## src/rtl/rcg_pkg.sv

```systemverilog
// constants and types shared by the reference clock generator files
// assumes a 32-bit apb register bus and single-cycle source tick inputs
package rcg_pkg;
  // register map
  localparam int RCG_ADDR_W = 12;
  localparam logic [11:0] RCG_CTRL_OFFSET = 12'h000;
  localparam logic [31:0] RCG_CTRL_RESET = 32'h0000_0000;
  // writable and readable bits of the control word
  localparam logic [31:0] RCG_CTRL_WMASK = 32'h7fff_ba0f;
  localparam logic [31:0] RCG_CTRL_RMASK = 32'h7fff_bb0f;
  // field positions
  localparam int RCG_DIV_LSB = 16;
  localparam int RCG_DIV_W = 15;
  localparam int RCG_ON_BIT = 15;
  localparam int RCG_IDLE_STOP_BIT = 13;
  localparam int RCG_OE_BIT = 12;
  localparam int RCG_SLEEP_RUN_BIT = 11;
  localparam int RCG_SW_BIT = 9;
  localparam int RCG_ACT_BIT = 8;
  localparam int RCG_SEL_LSB = 0;
  localparam int RCG_SEL_W = 4;
  localparam int RCG_NSRC = 16;
  // source codes for which the run-in-sleep bit is ignored
  localparam logic [3:0] RCG_SEL_LOW0 = 4'h0;
  localparam logic [3:0] RCG_SEL_LOW1 = 4'h1;
  localparam logic [14:0] RCG_DIV_ONE = 15'h0001;
  localparam logic [14:0] RCG_DIV_ZERO = 15'h0000;
  // divider output states
  typedef enum logic [1:0] {RCG_PARKED, RCG_RUNNING, RCG_DRAINING} rcg_state_e;
endpackage

```

## src/rtl/rcg_reg_if.sv

```systemverilog
// register access carrier between the apb slave and the generator core
// assumes both ends share the one system clock
`timescale 1ns/1ps
interface rcg_reg_if;
  logic wr_stb;
  logic [31:0] wdata;
  logic [31:0] rdata;
  modport bus_side (output wr_stb, output wdata, input rdata);
  modport core_side (input wr_stb, input wdata, output rdata);
endinterface

```

## src/rtl/rcg_top.sv

```systemverilog
// reference clock generator: control word, gating, divider and output pin
// assumes source clocks arrive as tick enables and idle or sleep as levels
//
// Contract
// - the generator runs only while the enable bit 15 is set.
// - with bit 13 set the generator halts while the device idles.
// - with bit 12 set the reference clock is driven on its pin.
// - with bit 11 set the output keeps toggling during sleep.
// - bit 11 has no effect for source codes zero and one.
// - bit 9 reads one during a divider switch and self-clears after.
// - bit 8 is hardware status, one while a clock request is live.
// - while enabled a new divider waits for the switch bit.
// - bits 30 to 16 hold the fifteen-bit division value.
// - bits 31, 14, 10 and 7 to 4 ignore writes and read zero.
//
// Chosen here: the placing of the registers and the APB interface to the registers.
`timescale 1ns/1ps
module rcg_top (
  input wire logic clock,
  input wire logic rst_b,
  input wire logic psel,
  input wire logic penable,
  input wire logic pwrite,
  input wire logic [rcg_pkg::RCG_ADDR_W-1:0] paddr,
  input wire logic [31:0] pwdata,
  output logic [31:0] prdata,
  output logic pready,
  output logic pslverr,
  input wire logic [rcg_pkg::RCG_NSRC-1:0] src_ticks,
  input wire logic idle_mode,
  input wire logic sleep_mode,
  output logic refclk_output_pin,
  output logic refclk_output_en
);
  rcg_reg_if regs ();

  logic on_reg;
  logic idle_stop_enable_reg;
  logic oe_reg;
  logic sleep_run_enable_reg;
  logic divider_switch_request_reg;
  logic active_reg;
  logic [rcg_pkg::RCG_SEL_W-1:0] refclk_source_select_reg;
  logic [rcg_pkg::RCG_DIV_W-1:0] refclk_divider_value_reg;
  logic [rcg_pkg::RCG_DIV_W-1:0] div_applied_reg;
  logic pin_reg;
  logic pin_en_reg;
  logic [31:0] wr_bits;
  logic low_code;
  logic run;
  logic src_tick;
  logic div_level;
  logic period_end;
  logic parked;
  logic switch_done;
  logic sw_set;
  rcg_pkg::rcg_state_e state;

  rcg_apb u_apb (
    .clock(clock),
    .rst_b(rst_b),
    .psel(psel),
    .penable(penable),
    .pwrite(pwrite),
    .paddr(paddr),
    .pwdata(pwdata),
    .prdata(prdata),
    .pready(pready),
    .pslverr(pslverr),
    .regs(regs)
  );

  // writes only reach implemented bits
  assign wr_bits = regs.wdata & rcg_pkg::RCG_CTRL_WMASK;

  // control bits, cleared at reset
  always_ff @(posedge clock) begin
    if (!rst_b) begin
      on_reg <= rcg_pkg::RCG_CTRL_RESET[rcg_pkg::RCG_ON_BIT];
      idle_stop_enable_reg <=
        rcg_pkg::RCG_CTRL_RESET[rcg_pkg::RCG_IDLE_STOP_BIT];
      oe_reg <= rcg_pkg::RCG_CTRL_RESET[rcg_pkg::RCG_OE_BIT];
      sleep_run_enable_reg <=
        rcg_pkg::RCG_CTRL_RESET[rcg_pkg::RCG_SLEEP_RUN_BIT];
    end else if (regs.wr_stb) begin
      on_reg <= wr_bits[rcg_pkg::RCG_ON_BIT];
      idle_stop_enable_reg <= wr_bits[rcg_pkg::RCG_IDLE_STOP_BIT];
      oe_reg <= wr_bits[rcg_pkg::RCG_OE_BIT];
      sleep_run_enable_reg <= wr_bits[rcg_pkg::RCG_SLEEP_RUN_BIT];
    end
  end

  // source selector and software divider field
  always_ff @(posedge clock) begin
    if (!rst_b) begin
      refclk_source_select_reg <= rcg_pkg::RCG_CTRL_RESET[
        rcg_pkg::RCG_SEL_LSB +: rcg_pkg::RCG_SEL_W];
      refclk_divider_value_reg <= rcg_pkg::RCG_CTRL_RESET[
        rcg_pkg::RCG_DIV_LSB +: rcg_pkg::RCG_DIV_W];
    end else if (regs.wr_stb) begin
      refclk_source_select_reg <=
        wr_bits[rcg_pkg::RCG_SEL_LSB +: rcg_pkg::RCG_SEL_W];
      refclk_divider_value_reg <=
        wr_bits[rcg_pkg::RCG_DIV_LSB +: rcg_pkg::RCG_DIV_W];
    end
  end

  // switch request: a fresh set wins over the completion clear
  assign sw_set = regs.wr_stb & wr_bits[rcg_pkg::RCG_SW_BIT];
  assign switch_done = divider_switch_request_reg & (period_end | parked);
  always_ff @(posedge clock) begin
    if (!rst_b) begin
      divider_switch_request_reg <= 1'b0;
    end else if (sw_set) begin
      divider_switch_request_reg <= 1'b1;
    end else if (switch_done) begin
      divider_switch_request_reg <= 1'b0;
    end
  end

  // divider used by the counter: follows writes while off, so the word
  // that turns the block on starts with its own divider; when on, only at
  // a period end or while parked, after a switch request
  always_ff @(posedge clock) begin
    if (!rst_b) begin
      div_applied_reg <= '0;
    end else if (regs.wr_stb && !on_reg) begin
      div_applied_reg <=
        wr_bits[rcg_pkg::RCG_DIV_LSB +: rcg_pkg::RCG_DIV_W];
    end else if (!on_reg || switch_done) begin
      div_applied_reg <= refclk_divider_value_reg;
    end
  end

  // run gating from enable, idle and sleep
  assign low_code = (refclk_source_select_reg == rcg_pkg::RCG_SEL_LOW0) ||
                    (refclk_source_select_reg == rcg_pkg::RCG_SEL_LOW1);
  assign run = on_reg
    & ~(idle_mode & idle_stop_enable_reg)
    & ~(sleep_mode & (low_code | ~sleep_run_enable_reg));
  assign src_tick = src_ticks[refclk_source_select_reg];

  rcg_divider u_div (
    .clock(clock),
    .rst_b(rst_b),
    .run(run),
    .src_tick(src_tick),
    .div_value(div_applied_reg),
    .level(div_level),
    .period_end(period_end),
    .parked(parked)
  );

  // request status follows enable and any unfinished high phase
  always_ff @(posedge clock) begin
    if (!rst_b) begin
      active_reg <= 1'b0;
    end else begin
      active_reg <= on_reg | div_level;
    end
  end

  // output pin stage
  always_ff @(posedge clock) begin
    if (!rst_b) begin
      pin_reg <= 1'b0;
      pin_en_reg <= 1'b0;
    end else begin
      pin_reg <= oe_reg & div_level;
      pin_en_reg <= oe_reg;
    end
  end
  assign refclk_output_pin = pin_reg;
  assign refclk_output_en = pin_en_reg;

  // readback of the control word, unimplemented bits zero
  always_comb begin
    regs.rdata = 32'h0000_0000;
    regs.rdata[rcg_pkg::RCG_DIV_LSB +: rcg_pkg::RCG_DIV_W] =
      refclk_divider_value_reg;
    regs.rdata[rcg_pkg::RCG_ON_BIT] = on_reg;
    regs.rdata[rcg_pkg::RCG_IDLE_STOP_BIT] = idle_stop_enable_reg;
    regs.rdata[rcg_pkg::RCG_OE_BIT] = oe_reg;
    regs.rdata[rcg_pkg::RCG_SLEEP_RUN_BIT] = sleep_run_enable_reg;
    regs.rdata[rcg_pkg::RCG_SW_BIT] = divider_switch_request_reg;
    regs.rdata[rcg_pkg::RCG_ACT_BIT] = active_reg;
    regs.rdata[rcg_pkg::RCG_SEL_LSB +: rcg_pkg::RCG_SEL_W] =
      refclk_source_select_reg;
  end

  // observed divider state for coverage
  always_comb begin
    if (parked) begin
      state = rcg_pkg::RCG_PARKED;
    end else if (run) begin
      state = rcg_pkg::RCG_RUNNING;
    end else begin
      state = rcg_pkg::RCG_DRAINING;
    end
  end

  // checks on the control behaviour
  off_quiet_a: assert property (
    @(posedge clock) disable iff (!rst_b)
    !on_reg && !div_level |=> !div_level)
    else $error("output toggled while disabled");
  run_off_a: assert property (
    @(posedge clock) disable iff (!rst_b)
    !on_reg |-> !run)
    else $error("generator ran with the enable bit clear");
  idle_stop_a: assert property (
    @(posedge clock) disable iff (!rst_b)
    idle_mode && idle_stop_enable_reg |-> !run)
    else $error("generator ran in idle with stop set");
  idle_run_a: assert property (
    @(posedge clock) disable iff (!rst_b)
    on_reg && !idle_stop_enable_reg && !sleep_mode |-> run)
    else $error("generator stopped in idle with stop clear");
  pin_gate_a: assert property (
    @(posedge clock) disable iff (!rst_b)
    !oe_reg ##1 1'b1 |-> !refclk_output_pin && !refclk_output_en)
    else $error("pin carried clock with output drive clear");
  pin_follow_a: assert property (
    @(posedge clock) disable iff (!rst_b)
    oe_reg |=> refclk_output_pin == $past(div_level))
    else $error("pin did not follow divider level");
  en_follow_a: assert property (
    @(posedge clock) disable iff (!rst_b)
    oe_reg |=> refclk_output_en)
    else $error("pin drive enable did not follow bit 12");
  sleep_run_a: assert property (
    @(posedge clock) disable iff (!rst_b)
    sleep_mode && sleep_run_enable_reg && !low_code && on_reg &&
    !(idle_mode && idle_stop_enable_reg) |-> run)
    else $error("generator stopped in sleep with run-in-sleep set");
  sleep_stop_a: assert property (
    @(posedge clock) disable iff (!rst_b)
    sleep_mode && !sleep_run_enable_reg |-> !run)
    else $error("generator ran in sleep with run-in-sleep clear");
  sleep_low_a: assert property (
    @(posedge clock) disable iff (!rst_b)
    sleep_mode && low_code |-> !run)
    else $error("run-in-sleep honoured for a low source code");
  switch_set_a: assert property (
    @(posedge clock) disable iff (!rst_b)
    sw_set |=> divider_switch_request_reg)
    else $error("switch bit not set by a write");
  switch_hold_a: assert property (
    @(posedge clock) disable iff (!rst_b)
    divider_switch_request_reg && !switch_done |=>
      divider_switch_request_reg)
    else $error("switch bit cleared before completion");
  switch_clear_a: assert property (
    @(posedge clock) disable iff (!rst_b)
    switch_done && !sw_set |=> !divider_switch_request_reg)
    else $error("switch bit not cleared after completion");
  active_track_a: assert property (
    @(posedge clock) disable iff (!rst_b)
    ##1 active_reg == $past(on_reg || div_level))
    else $error("request status wrong");
  active_on_a: assert property (
    @(posedge clock) disable iff (!rst_b)
    on_reg |=> active_reg)
    else $error("request status low while enabled");
  div_hold_a: assert property (
    @(posedge clock) disable iff (!rst_b)
    on_reg && !divider_switch_request_reg |=> $stable(div_applied_reg))
    else $error("divider changed without a switch");
  div_switch_a: assert property (
    @(posedge clock) disable iff (!rst_b)
    on_reg && switch_done |=>
      div_applied_reg == $past(refclk_divider_value_reg))
    else $error("divider not applied at the switch");
  div_follow_a: assert property (
    @(posedge clock) disable iff (!rst_b)
    !on_reg |=> div_applied_reg == refclk_divider_value_reg)
    else $error("divider not loaded while disabled");
  div_write_a: assert property (
    @(posedge clock) disable iff (!rst_b)
    regs.wr_stb |=> refclk_divider_value_reg ==
      $past(wr_bits[rcg_pkg::RCG_DIV_LSB +: rcg_pkg::RCG_DIV_W]))
    else $error("divider field not taken from the write");
  unimpl_zero_a: assert property (
    @(posedge clock) disable iff (!rst_b)
    (regs.rdata & ~rcg_pkg::RCG_CTRL_RMASK) == 32'h0000_0000)
    else $error("unimplemented bits read nonzero");
  sel_write_a: assert property (
    @(posedge clock) disable iff (!rst_b)
    regs.wr_stb |=> refclk_source_select_reg ==
      $past(wr_bits[rcg_pkg::RCG_SEL_LSB +: rcg_pkg::RCG_SEL_W]))
    else $error("source selector not taken from the write");
  reset_clear_a: assert property (
    @(posedge clock)
    !rst_b |=> regs.rdata == rcg_pkg::RCG_CTRL_RESET)
    else $error("control word not cleared by reset");
  reset_pin_a: assert property (
    @(posedge clock)
    !rst_b |=> !refclk_output_pin && !refclk_output_en)
    else $error("output pin not released by reset");

  // main scenarios
  switch_seen_c: cover property (@(posedge clock) disable iff (!rst_b)
    on_reg && switch_done && period_end);
  pin_toggle_c: cover property (@(posedge clock) disable iff (!rst_b)
    refclk_output_en && $rose(refclk_output_pin));
  drain_c: cover property (@(posedge clock) disable iff (!rst_b)
    state == rcg_pkg::RCG_DRAINING ##[1:100] state == rcg_pkg::RCG_PARKED);
  idle_hold_c: cover property (@(posedge clock) disable iff (!rst_b)
    idle_mode && on_reg && !run);
  sleep_run_c: cover property (@(posedge clock) disable iff (!rst_b)
    sleep_mode && run && refclk_output_en);
endmodule

```

## src/rtl/rcg_apb.sv

```systemverilog
// apb slave for the single control word of the reference clock generator
// assumes an apb master that holds its request until pready is seen
`timescale 1ns/1ps
module rcg_apb (
  input wire logic clock,
  input wire logic rst_b,
  input wire logic psel,
  input wire logic penable,
  input wire logic pwrite,
  input wire logic [rcg_pkg::RCG_ADDR_W-1:0] paddr,
  input wire logic [31:0] pwdata,
  output logic [31:0] prdata,
  output logic pready,
  output logic pslverr,
  rcg_reg_if.bus_side regs
);
  logic hit;
  logic [31:0] prdata_reg;

  // address decode, zero wait states
  assign hit = (paddr == rcg_pkg::RCG_CTRL_OFFSET);
  assign pready = 1'b1;
  assign pslverr = psel & penable & ~hit;
  assign regs.wr_stb = psel & penable & pwrite & hit;
  assign regs.wdata = pwdata;
  assign prdata = prdata_reg;

  // read data captured in the setup cycle, zero when unmapped
  always_ff @(posedge clock) begin
    if (!rst_b) begin
      prdata_reg <= 32'h0000_0000;
    end else if (psel && !penable) begin
      prdata_reg <= (hit && !pwrite) ? regs.rdata : 32'h0000_0000;
    end
  end
endmodule

```

## src/rtl/rcg_divider.sv

```systemverilog
// divides the selected source ticks into a square reference clock level
// assumes src_tick is a one-cycle enable pulse per source clock period
`timescale 1ns/1ps
module rcg_divider (
  input wire logic clock,
  input wire logic rst_b,
  input wire logic run,
  input wire logic src_tick,
  input wire logic [rcg_pkg::RCG_DIV_W-1:0] div_value,
  output logic level,
  output logic period_end,
  output logic parked
);
  logic [rcg_pkg::RCG_DIV_W-1:0] cnt_reg;
  logic level_reg;
  logic wrap;
  logic step;

  // a stop request lets a high phase finish so the output never glitches
  assign step = src_tick & (run | level_reg);
  assign wrap = (div_value == rcg_pkg::RCG_DIV_ZERO) ||
                (cnt_reg == div_value - rcg_pkg::RCG_DIV_ONE);
  assign period_end = step & wrap & level_reg;
  assign parked = ~run & ~level_reg;
  assign level = level_reg;

  // half-period counter
  always_ff @(posedge clock) begin
    if (!rst_b) begin
      cnt_reg <= '0;
    end else if (parked) begin
      cnt_reg <= '0;
    end else if (step) begin
      cnt_reg <= wrap ? '0 : cnt_reg + rcg_pkg::RCG_DIV_ONE;
    end
  end

  // output level toggles at each half-period end
  always_ff @(posedge clock) begin
    if (!rst_b) begin
      level_reg <= 1'b0;
    end else if (step && wrap) begin
      level_reg <= ~level_reg;
    end
  end
endmodule

```

## config.mk

```make
export PLATFORM = sky130hd
export DESIGN_NAME = rcg_top
export DESIGN_NICKNAME = d
export VERILOG_FILES = /design/src/rtl/rcg_pkg.sv /design/src/rtl/rcg_reg_if.sv /design/src/rtl/rcg_top.sv /design/src/rtl/rcg_apb.sv /design/src/rtl/rcg_divider.sv
export SDC_FILE = /design/constraint.sdc
export NUM_CORES = 1
export LEC_CHECK = 0
export BUFFER_PORTS_ARGS = -buffer_cell sky130_fd_sc_hd__buf_4
export CAP_MARGIN = 40
export CELL_PAD_IN_SITES_DETAIL_PLACEMENT = 1
export CELL_PAD_IN_SITES_GLOBAL_PLACEMENT = 1
export CORE_ASPECT_RATIO = 1.4
export CORE_MARGIN = 2
export CORE_UTILIZATION = 25
export DETAILED_ROUTE_END_ITERATION = 16
export PLACE_DENSITY_LB_ADDON = 0.1
export SYNTH_ARGS = -nofsm -noshare
export SYNTH_HDL_FRONTEND = slang
export SYNTH_SLANG_ARGS = --single-unit
export TNS_END_PERCENT = 5
```

## constraint.sdc

```tcl
create_clock -name clock -period 7.4 [get_ports clock]
set_clock_uncertainty 0.05 [all_clocks]
set_input_delay 1.11 -clock clock [delete_from_list [all_inputs] [get_ports clock]]
set_output_delay 1.11 -clock clock [all_outputs]
set_load 0.02 [all_outputs]
```

# Yosys cells after proc, flatten, opt, wreduce, memory -nomap -nowiden

Cells that the tools add are included.

Logic and storage cells: 69
Output and inout bits: 36
Register bits: 90
Input port bits: 67

Add/subtract/negate cells: 2
Reductions and logical operators: 16
Muxes and demuxes: 8
Equality and inequality tests: 2
Bitwise logic cells: 26
$lt $le $gt $ge: 1

Operators with widths:

| kind                    | number |
|---|---|
| $mux W15                | 3 |
| $mux W31                | 1 |
| $add A15 B1 Y15 const B | 1 |
| $and A1 B1 Y1           | 15 |
| $eq A15 B15 Y1          | 1 |
| $logic_not A15 Y1       | 1 |
| $sub A15 B1 Y15 const B | 1 |
| $logic_not A12 Y1       | 1 |
| $not A1 Y1              | 7 |
| $lt A4 B5 Y1 const B    | 1 |
| $bmux W1 S4             | 1 |
| $eq A4 B1 Y1 const B    | 1 |
| $logic_and A1 B1 Y1     | 4 |
| $logic_not A4 Y1        | 1 |
| $or A1 B1 Y1            | 4 |
| $reduce_bool A2 Y1      | 2 |
| $logic_not A1 Y1        | 3 |
| $logic_or A1 B1 Y1      | 3 |
| $mux W1                 | 3 |
| $reduce_or A2 Y1        | 1 |

# Depth between registers and ports, before layout

Gate-level depths: netlist of the first run.

Depth after elaboration: 15
Gate-level depth with buffers: 11
Mapped depth without buffers: 10

# Cells and area by module

From an unflattened synthesis of the first run, not the netlist that was laid out.

Cell total of the unflattened synthesis: 445
Area, all modules: 4506.8 sq um

Modules (own cells, without submodules):

| module      | instances | area each (sq um) | sequential area each (sq um) | cells each |
|---|---|---|---|---|
| rcg_top     | 1         | 1865.5            | 840.8                        | 172 |
| rcg_apb     | 1         | 1341.3            | 640.6                        | 114 |
| rcg_divider | 1         | 1300.0            | 320.3                        | 159 |

# Least setup slack after synthesis of the first run

No wires, ideal clock.

Path type: input to register
Start point: input src_ticks[11] (netlist bit)
End point: register u_div.cnt_reg[11] (netlist bit)
Stages on the path: 9
Data required time: 7.233 ns
Setup time: 0.117 ns
Path buffers: 1
Data arrival time: 2.810 ns
Slack: 4.423 ns
Path through: mux4_2 -> mux2i_1 -> mux2i_1 -> nor2b_1 -> clkbuf_1 -> nand4_1 -> nor3_1 -> xnor2_1 -> nor2_1

Longest elaborated chain between the ends: 3

RTL lines:

| element                       | RTL line          | text |
|---|---|---|
| start: declaration            | rcg_top.sv:29     | `input wire logic [rcg_pkg::RCG_NSRC-1:0] src_ticks,` |
| $bmux W1 S4                   | rcg_top.sv:141    | `assign src_tick = src_ticks[refclk_source_select_reg];` |
| $mux W1 (not written as such) | rcg_top.sv:141    |  |
| $and A1 B1 Y1                 | rcg_divider.sv:20 | `assign step = src_tick & (run \| level_reg);` |
| end signal: assignment        | rcg_divider.sv:34 | `cnt_reg <= wrap ? '0 : cnt_reg + rcg_pkg::RCG_DIV_ONE;` |
| end: declaration              | rcg_divider.sv:14 | `logic [rcg_pkg::RCG_DIV_W-1:0] cnt_reg;` |

No other way between the ends. The select of a mux whose other input is x is not followed.
A chain may end at the register's enable or synchronous reset.

# Worst setup path after layout of the first run

Start point: register div_applied_reg[0] (netlist bit)
End point: register div_applied_reg[10] (netlist bit)

Longest elaborated chain between the ends: 9
Elaborated cells between the ends (all ways): 10
Those cells by class: add/sub (1); eq/ne (1); bitwise (4); reduce/logical (4)

RTL lines:

| element                          | RTL line          | text |
|---|---|---|
| start: declaration               | rcg_top.sv:45     | `logic [rcg_pkg::RCG_DIV_W-1:0] div_applied_reg;` |
| start signal: assignment         | rcg_top.sv:128    | `div_applied_reg <=` |
| start signal: assignment         | rcg_top.sv:131    | `div_applied_reg <= refclk_divider_value_reg;` |
| $sub A15 B1 Y15                  | rcg_divider.sv:22 | `(cnt_reg == div_value - rcg_pkg::RCG_DIV_ONE);` |
| $eq A15 B15 Y1                   | rcg_divider.sv:22 |  |
| $logic_or A1 B1 Y1 (*)           | rcg_divider.sv:21 | `assign wrap = (div_value == rcg_pkg::RCG_DIV_ZERO) \|\|` |
| $and A1 B1 Y1 (*) (2 in series)  | rcg_divider.sv:23 | `assign period_end = step & wrap & level_reg;` |
| $or A1 B1 Y1 (*)                 | rcg_top.sv:110    | `assign switch_done = divider_switch_request_reg & (period_end \| parked);` |
| $and A1 B1 Y1 (*)                | rcg_top.sv:110    |  |
| $logic_or A1 B1 Y1 (*)           | rcg_top.sv:130    | `end else if (!on_reg \|\| switch_done) begin` |
| $reduce_bool A2 Y1 (no line) (*) | --                |  |

Mark *: on every way between the ends. The rest lies on a longest branch, timed or not.

==> metrics, run 1 <==
status=finished clean; clock root cell=clkbuf_16; flop and latch count out of synthesis=83; share of the synthesized area in the top cell type=0.410; maximum clock rate=291 MHz; fin crit period=3440 ps; reg2reg setup slack=3960 ps; register share of total power=0.464; IO Pins=103; max incr delay on CP=700 ps; Final Hold Viols=0; Max VDD drop=~0.081 mV; H-tree depth=3; Cell Chain, Critical Path=inv_1 > ha_1 > or3b_2 > nor4_4 > xnor2_1 > o22ai_1 > and4bb_1 > a21o_1 > a41oi_4 > mux2i_1; Pins Over Slew Limit=0; top cells by area, synth=dfxtp_1, nand2_1, nor2_1, mux2i_1, a22oi_1; Mapped Cells=480; vias in the first global route=3740; met2 WL=6460 um; WL met3=~440 um; Die Y=roughly 150 um; GRT Overall Usage=0.145; number of vias per cell=4.77; Die W=~110 um; Slew @ Worst Pin=796 ps; internal power=0.000743 W; Sw Pwr=0.000219 W; grt ovf=0; post-CTS setup buffers=0; initial antenna violation count=0; first-pass GRT wire length=19600 um; Max Used Layer=met4; r2r worst-path depth=10; placed cells=about 740; hold depth=2; Ys Warns=0; Leak=about 1.9 nW; Post-synth ARST share=0; unrepaired setup endpoints after global routing=no; Final Setup Violations=0; WP data arrival=3660 ps; Post-synth EDFFs=0; critical path's top delay family=compound AO/OA/AOI/OAI gates; fin crit share=0.465; 1st-pass router iterations=4; Place WS=3540 ps; area leader, netlist=dfxtp_1; CP startpoint kind=register; terminus of the critical flop-to-flop path=div_applied_reg[10]; Clk Latency, worst-skew pair=~350 ps; CP max-delay cell=a41oi_4; mapped cell area=0.00405 mm^2; Mean Syn Cell Area=8.45 um^2; DR vias=~3600; Hold EP=u_apb.prdata[8]; crit-path max FO=15; kind of critical path=register to register; Avg WL per Cell=16.0 um; CP bufs+invs=1; max reg flops=25; power consumption=0.000962 W; Distinct cells, synth=54; Cell Count, Final, Fillers Out=~750; DRC=0; # resized after CTS=0; Die ar.=0.0173 mm^2; Cell Pwr Density=roughly 190 mW/mm^2; switching part of the total=0.227; Final TNS setup=0 ps; Max Cap Viol=0; Comb pwr share=0.047; share of post-route cells with drive strength above 1=0.217; reg2reg start=div_applied_reg[0]; most frequent cells after synthesis=dfxtp_1, nand2_1, nor2_1, a21oi_1, clkbuf_1; CTS tree=done; Req. time, crit path=7620 ps; clk buf depth=2; largest net degree at the start of global routing=51; First DRT Iteration DRCs=97; Core ar.=0.0160 mm^2; crit path capture type=register; register area share after synthesis=0.410; Antenna Nets Post-Route=0; TritonCTS buffer count=9; WL final=12000 um; Most used DFF post-synth=dfxtp_1; hpwl dp=8840 um; hold path start=active_reg; row cnt=55; DRT met1 WL=between 5000 and 6000 um; Num Clock Sinks=83; number of antenna diodes=0; relative slew slack=0.467; P&R area growth vs syn=26.9%; hold_buf cts=0; most numerous cell in the Yosys netlist=dfxtp_1; Nets=618; Hold Path Class=register to register; # port buffers=86; final setup margin=slightly below 4000 ps; Initial Util=0.253; clock power share=0.489; Final GP Congestion=0.825; CTS clk-pin slew, worst paths=60 ps
layer usage:
metal	track usage	vias up
met5	0	-
met1	0.167	1708
met4	0.0476	0
met3	0.0384	6
li1	-	1818
met2	0.260	61
power by group through the flow:
stage	Clock (W)	Combinational (W)	Sequential, W
2_1_floorplan	0	0.0000190	0.000457
6_report	0.000470	0.0000453	0.000447
3_5_place_dp	0	0.0000463	0.000457
5_1_grt	0.000511	0.0000499	0.000446
3_3_place_gp	0	0.0000455	0.000457
4_1_cts	0.000492	0.0000463	0.000446
placed cells by master, fill, tap and decap left out, types with 3 or more instances in the layout:
| cell type | n |
|---|---|
| buf_4 | 89 |
| dfxtp_1 | 83 |
| nand2_1 | 72 |
| nor2_1 | 59 |
| a21oi_1 | 27 |
| a22oi_1 | 26 |
| mux2i_1 | 20 |
| or3_1 | 17 |
| xnor2_1 | 17 |
| o211ai_1 | 16 |
| xor2_1 | 12 |
| clkbuf_16 | 9 |
| inv_1 | 8 |
| conb_1 | 8 |
| and3_1 | 7 |
| nor3_1 | 7 |
| nand3_1 | 6 |
| nand4_1 | 6 |
| nor4_1 | 5 |
| o31ai_1 | 4 |
| o21ai_0 | 4 |
| mux4_2 | 4 |
| nor2b_1 | 3 |
through the flow:
step / utilization / instance area [um^2] / hold slack, ps
final: 0.321 / 5150 / 423
after detailed placement: 0.302 / 4840 / 414
after global placement: 0.300 / 4810 / 406
after global routing: 0.321 / 5150 / 442
after floorplan: - / 4080 / 393
after CTS: 0.321 / 5150 / 425
layout make-up:
cell class / instances / area [um^2]
inverters: 9 / 33.8
repair buffers: 91 / 694
multi-input cells: 355 / 2200
fillers: 1904 / 10900
clock buffers: 10 / 239
clock inverters: 6 / 71.3
flip-flops and latches: 83 / 1660
well taps: 199 / 249
worst register-to-register path, delay by kind of cell, from the launching register on:
family	cells	cell delay, ps
compound gates	3	1100
simple gates	3	1090
flops	1	370
fa+ha+maj	1	300
mux	1	270
xor+xnor	1	90
buf+inv	1	80
worst max path at each step:
stage,to,depth (start not counted),slack (ps),startpoint
floorplan,u_div.cnt_reg[11],9,4420,src_ticks[11]
global placement,div_applied_reg[12],7,3350,paddr[1]
detailed placement,u_div.cnt_reg[11],9,3540,src_ticks[3]
CTS,div_applied_reg[2],10,3880,div_applied_reg[0]
global route,div_applied_reg[6],10,3680,div_applied_reg[0]
finish,div_applied_reg[10],10,3960,div_applied_reg[0]
cell families (layout without fill, tap and decap cells):
logic type	count (synthesis)	after routing	synth area share
XOR/XNOR	29	29	0.0627
multiplexers	25	25	0.0744
buffers and inverters	48	116	0.0556
AND/OR/NAND/NOR	197	197	0.228
AO/OA/AOI/OAI	94	94	0.162
flip-flops	83	83	0.410
other	2	8	0.00185
adder cells (fa/ha/maj)	2	2	0.00617
(Power assumes the default switching activity.)
==> run 2, diff against run 1 <==
- ABC_AREA: not set -> 1
- clock period: 7.4 -> 3.4 ns (I/O delays scaled with it)
==> run 2 against run 1 <==
Non-clock buffer count unchanged. Count of clock-buffer cells in the layout down 1. Critical path depth up 8. Via count up 27%. Clock power up 110%. Global-route usage up 2.0 points. Highest routed layer unchanged. Maximum frequency up 16%. Synthesized cell count up 39%. Die area up 9.8%.
==> metrics, run 2 <==
CP startpoint kind=register (unchanged); initial antenna violation count=0 (unchanged); relative slew slack=0.561 (was 0.467); hold_buf cts=0 (unchanged); crit path capture type=register (unchanged); Leak=2.55 nW (was 1.87 nW); Final TNS setup=0 ps (unchanged); Pins Over Slew Limit=0 (unchanged); clk buf depth=2 (unchanged); row cnt=57 (was 55); First DRT Iteration DRCs=204 (was 97); Most used DFF post-synth=dfxtp_1 (unchanged); simple-gate share of the synthesized area=0.334 (was 0.228); vias in the first global route=4739 (was 3740); Mean Syn Cell Area=6.68 um^2 (was 8.45 um^2); TritonCTS buffer count=9 (unchanged); CTS tree=done (unchanged); reg2reg start=div_applied_reg[0] (unchanged); most frequent cells after synthesis=nand2_1, nor2_1, dfxtp_1, inv_1, o21ai_0 (was dfxtp_1, nand2_1, nor2_1, a21oi_1, clkbuf_1); number of vias per cell=4.64 (was 4.77); hold path start=pwdata[12] (was active_reg); hold slack=329 ps (was 423 ps); Max Cap Viol=0 (unchanged); Hold Path Class=input port to register (was register to register); Post-synth EDFFs=0 (unchanged); fin crit period=2970 ps (was 3440 ps); most numerous cell in the Yosys netlist=nand2_1 (was dfxtp_1); Final GP Congestion=0.830 (was 0.825); Nets=811 (was 618); Final Setup Violations=0 (unchanged); most frequent cells in the layout=nand2_1, nor2_1, buf_4, dfxtp_1, inv_1 (was buf_4, dfxtp_1, nand2_1, nor2_1, a21oi_1); share of the synthesized area in the top cell type=0.372 (was 0.410); terminus of the critical flop-to-flop path=div_applied_reg[10] (unchanged); reg2reg setup slack=430 ps (was 3960 ps); Die Y=162 um (was 155 um); Req. time, crit path=3600 ps (was 7620 ps); P&R area growth vs syn=25.0% (was 26.9%); Antenna Nets Post-Route=0 (unchanged); post-CTS setup buffers=0 (unchanged); status=finished clean (unchanged); DR vias=4561 (was 3593); post-synthesis compound-gate area fraction=0.147 (was 0.162); first-pass GRT wire length=24500 um (was 19600 um); Mapped Cells=668 (was 480); clock root cell=clkbuf_16 (unchanged); unrepaired setup endpoints after global routing=no (unchanged); number of antenna diodes=0 (unchanged); Num Clock Sinks=83 (unchanged); commonest non-fill, non-tap cell in the layout=nand2_1 (was buf_4); power consumption=0.00213 W (was 0.000962 W); mapped cell area=0.00446 mm^2 (was 0.00405 mm^2); top cells by area, synth=dfxtp_1, nand2_1, nor2_1, o21ai_0, a21oi_1 (was dfxtp_1, nand2_1, nor2_1, mux2i_1, a22oi_1); Ys Warns=0 (unchanged); Layout Utilization=0.321 (about the same); Initial Util=0.257 (was 0.253); placed cells=967 (was 737); DRC=0 (unchanged); Avg WL per Cell=15.3 um (was 16.0 um); Clk Latency, worst-skew pair=350 ps (about the same); Hold EP=oe_reg (was u_apb.prdata[8]); flop and latch count out of synthesis=83 (unchanged); largest family of logic cells by synthesized area=simple AND/OR/NAND/NOR gates (unchanged); WL final=15000 um (was 12000 um); Cell Count, Final, Fillers Out=983 (was 753); H-tree depth=3 (unchanged); share of post-route cells with drive strength above 1=0.174 (was 0.217); # resized after CTS=0 (unchanged); fin crit share=0.875 (was 0.465); Slew @ Worst Pin=658 ps (was 796 ps); max reg flops=25 (unchanged); Cell Pwr Density=381 mW/mm^2 (was 187 mW/mm^2); hpwl dp=11400 um (was 8840 um); r2r worst-path depth=18 (was 10); area leader, netlist=dfxtp_1 (unchanged); grt ovf=0 (unchanged); maximum clock rate=336 MHz (was 291 MHz); post-synthesis xor/xnor area fraction=0.0373 (was 0.0627); Post-synth ARST share=0 (unchanged); WP data arrival=3170 ps (was 3660 ps); 1st-pass router iterations=4 (unchanged); kind of critical path=register to register (unchanged); Final Hold Viols=0 (unchanged); Core ar.=0.0174 mm^2 (was 0.0160 mm^2); register area share after synthesis=0.372 (was 0.410); IO Pins=103 (unchanged); Max VDD drop=0.299 mV (was 0.0813 mV); hold depth=3 (was 2); # port buffers=86 (unchanged); mux cell area share after synthesis=0.0135 (was 0.0744); largest net degree at the start of global routing=53 (was 51); Die W=117 um (was 112 um); Distinct cells, synth=42 (was 54); GRT Overall Usage=0.165 (was 0.145); CTS clk-pin slew, worst paths=70 ps (was 60 ps); Synth Area in Adders=0.00561 (was 0.00617); fill count=2259 (was 1904); crit-path max FO=30 (was 15); Die ar.=0.0190 mm^2 (was 0.0173 mm^2)
[run 2: kinds of logic (layout without fill, tap and decap cells)]
kind of cell | after synthesis | after routing
buf+inv | 92 | 165
other cells | 2 | 8
flops | 83 | 83
mux | 6 | 6
simple gates | 344 | 344
fa+ha+maj | 2 | 2
xor+xnor | 19 | 19
compound gates | 120 | 120
[run 2: power breakdown]
| part | switching [W] | total [W] | internal [W] |
|---|---|---|---|
| Sequential | 0.00000864 | 0.000997 | 0.000988 |
| Combinational | 0.0000834 | 0.000159 | 0.0000760 |
| Clock | 0.000464 | 0.000971 | 0.000507 |
| Total | 0.000556 | 0.00213 | 0.00157 |
[run 2: how the worst max path moves through the flow]
stage	endpoint	from	slack [ps]
after global routing	div_applied_reg[13]	div_applied_reg[0]	80
after CTS	div_applied_reg[13]	div_applied_reg[0]	370
final	div_applied_reg[10]	div_applied_reg[0]	430
after global placement	div_applied_reg[10]	div_applied_reg[0]	530
after floorplan	div_applied_reg[4]	div_applied_reg[0]	1250
after detailed placement	div_applied_reg[13]	div_applied_reg[0]	390
[run 2: area by class of cell]
type                            count  area (um^2)  share of cell area
Clock buffer                        9          225              0.0404
Clock inverter                      7         65.1              0.0117
Inverter                           58          218              0.0390
Multi-Input combinational cell    499         2430               0.436
Sequential cell                    83         1660               0.298
Tap cell                          236          295              0.0529
Timing Repair Buffer               91          683               0.122
[run 2: metrics by stage]
stage / instance area (um^2) / setup slack, ps
after floorplan: 4490 / 1250
after global placement: 5290 / 527
after detailed placement: 5290 / 393
after CTS: 5580 / 370
after global routing: 5580 / 84.0
final: 5580 / 425
[run 2: worst max-delay path, cell delays in order (launching register included)]
cell,delay (ps)
dfxtp_1,420
inv_1,150
ha_1,350
inv_1,70
nand2_1,50
nand2_1,100
nand2_1,90
nor2_1,110
nand2_1,90
nor2_1,140
nand4_1,140
o21ai_2,170
nand3_2,120
nand2_1,80
nand2_1,60
nand2_2,410
nand2_1,120
nand2_1,80
nor2_1,40
[run 2: metal layers]
layer	wire length [um]	vias up	share of wire	GRT usage
met3	645	17	0.043	0.0381
met5	0	-	0	0
li1	-	2295	-	-
met2	7720	83	0.51	0.289
met1	6390	2166	0.42	0.195
met4	282	0	0.019	0.0567
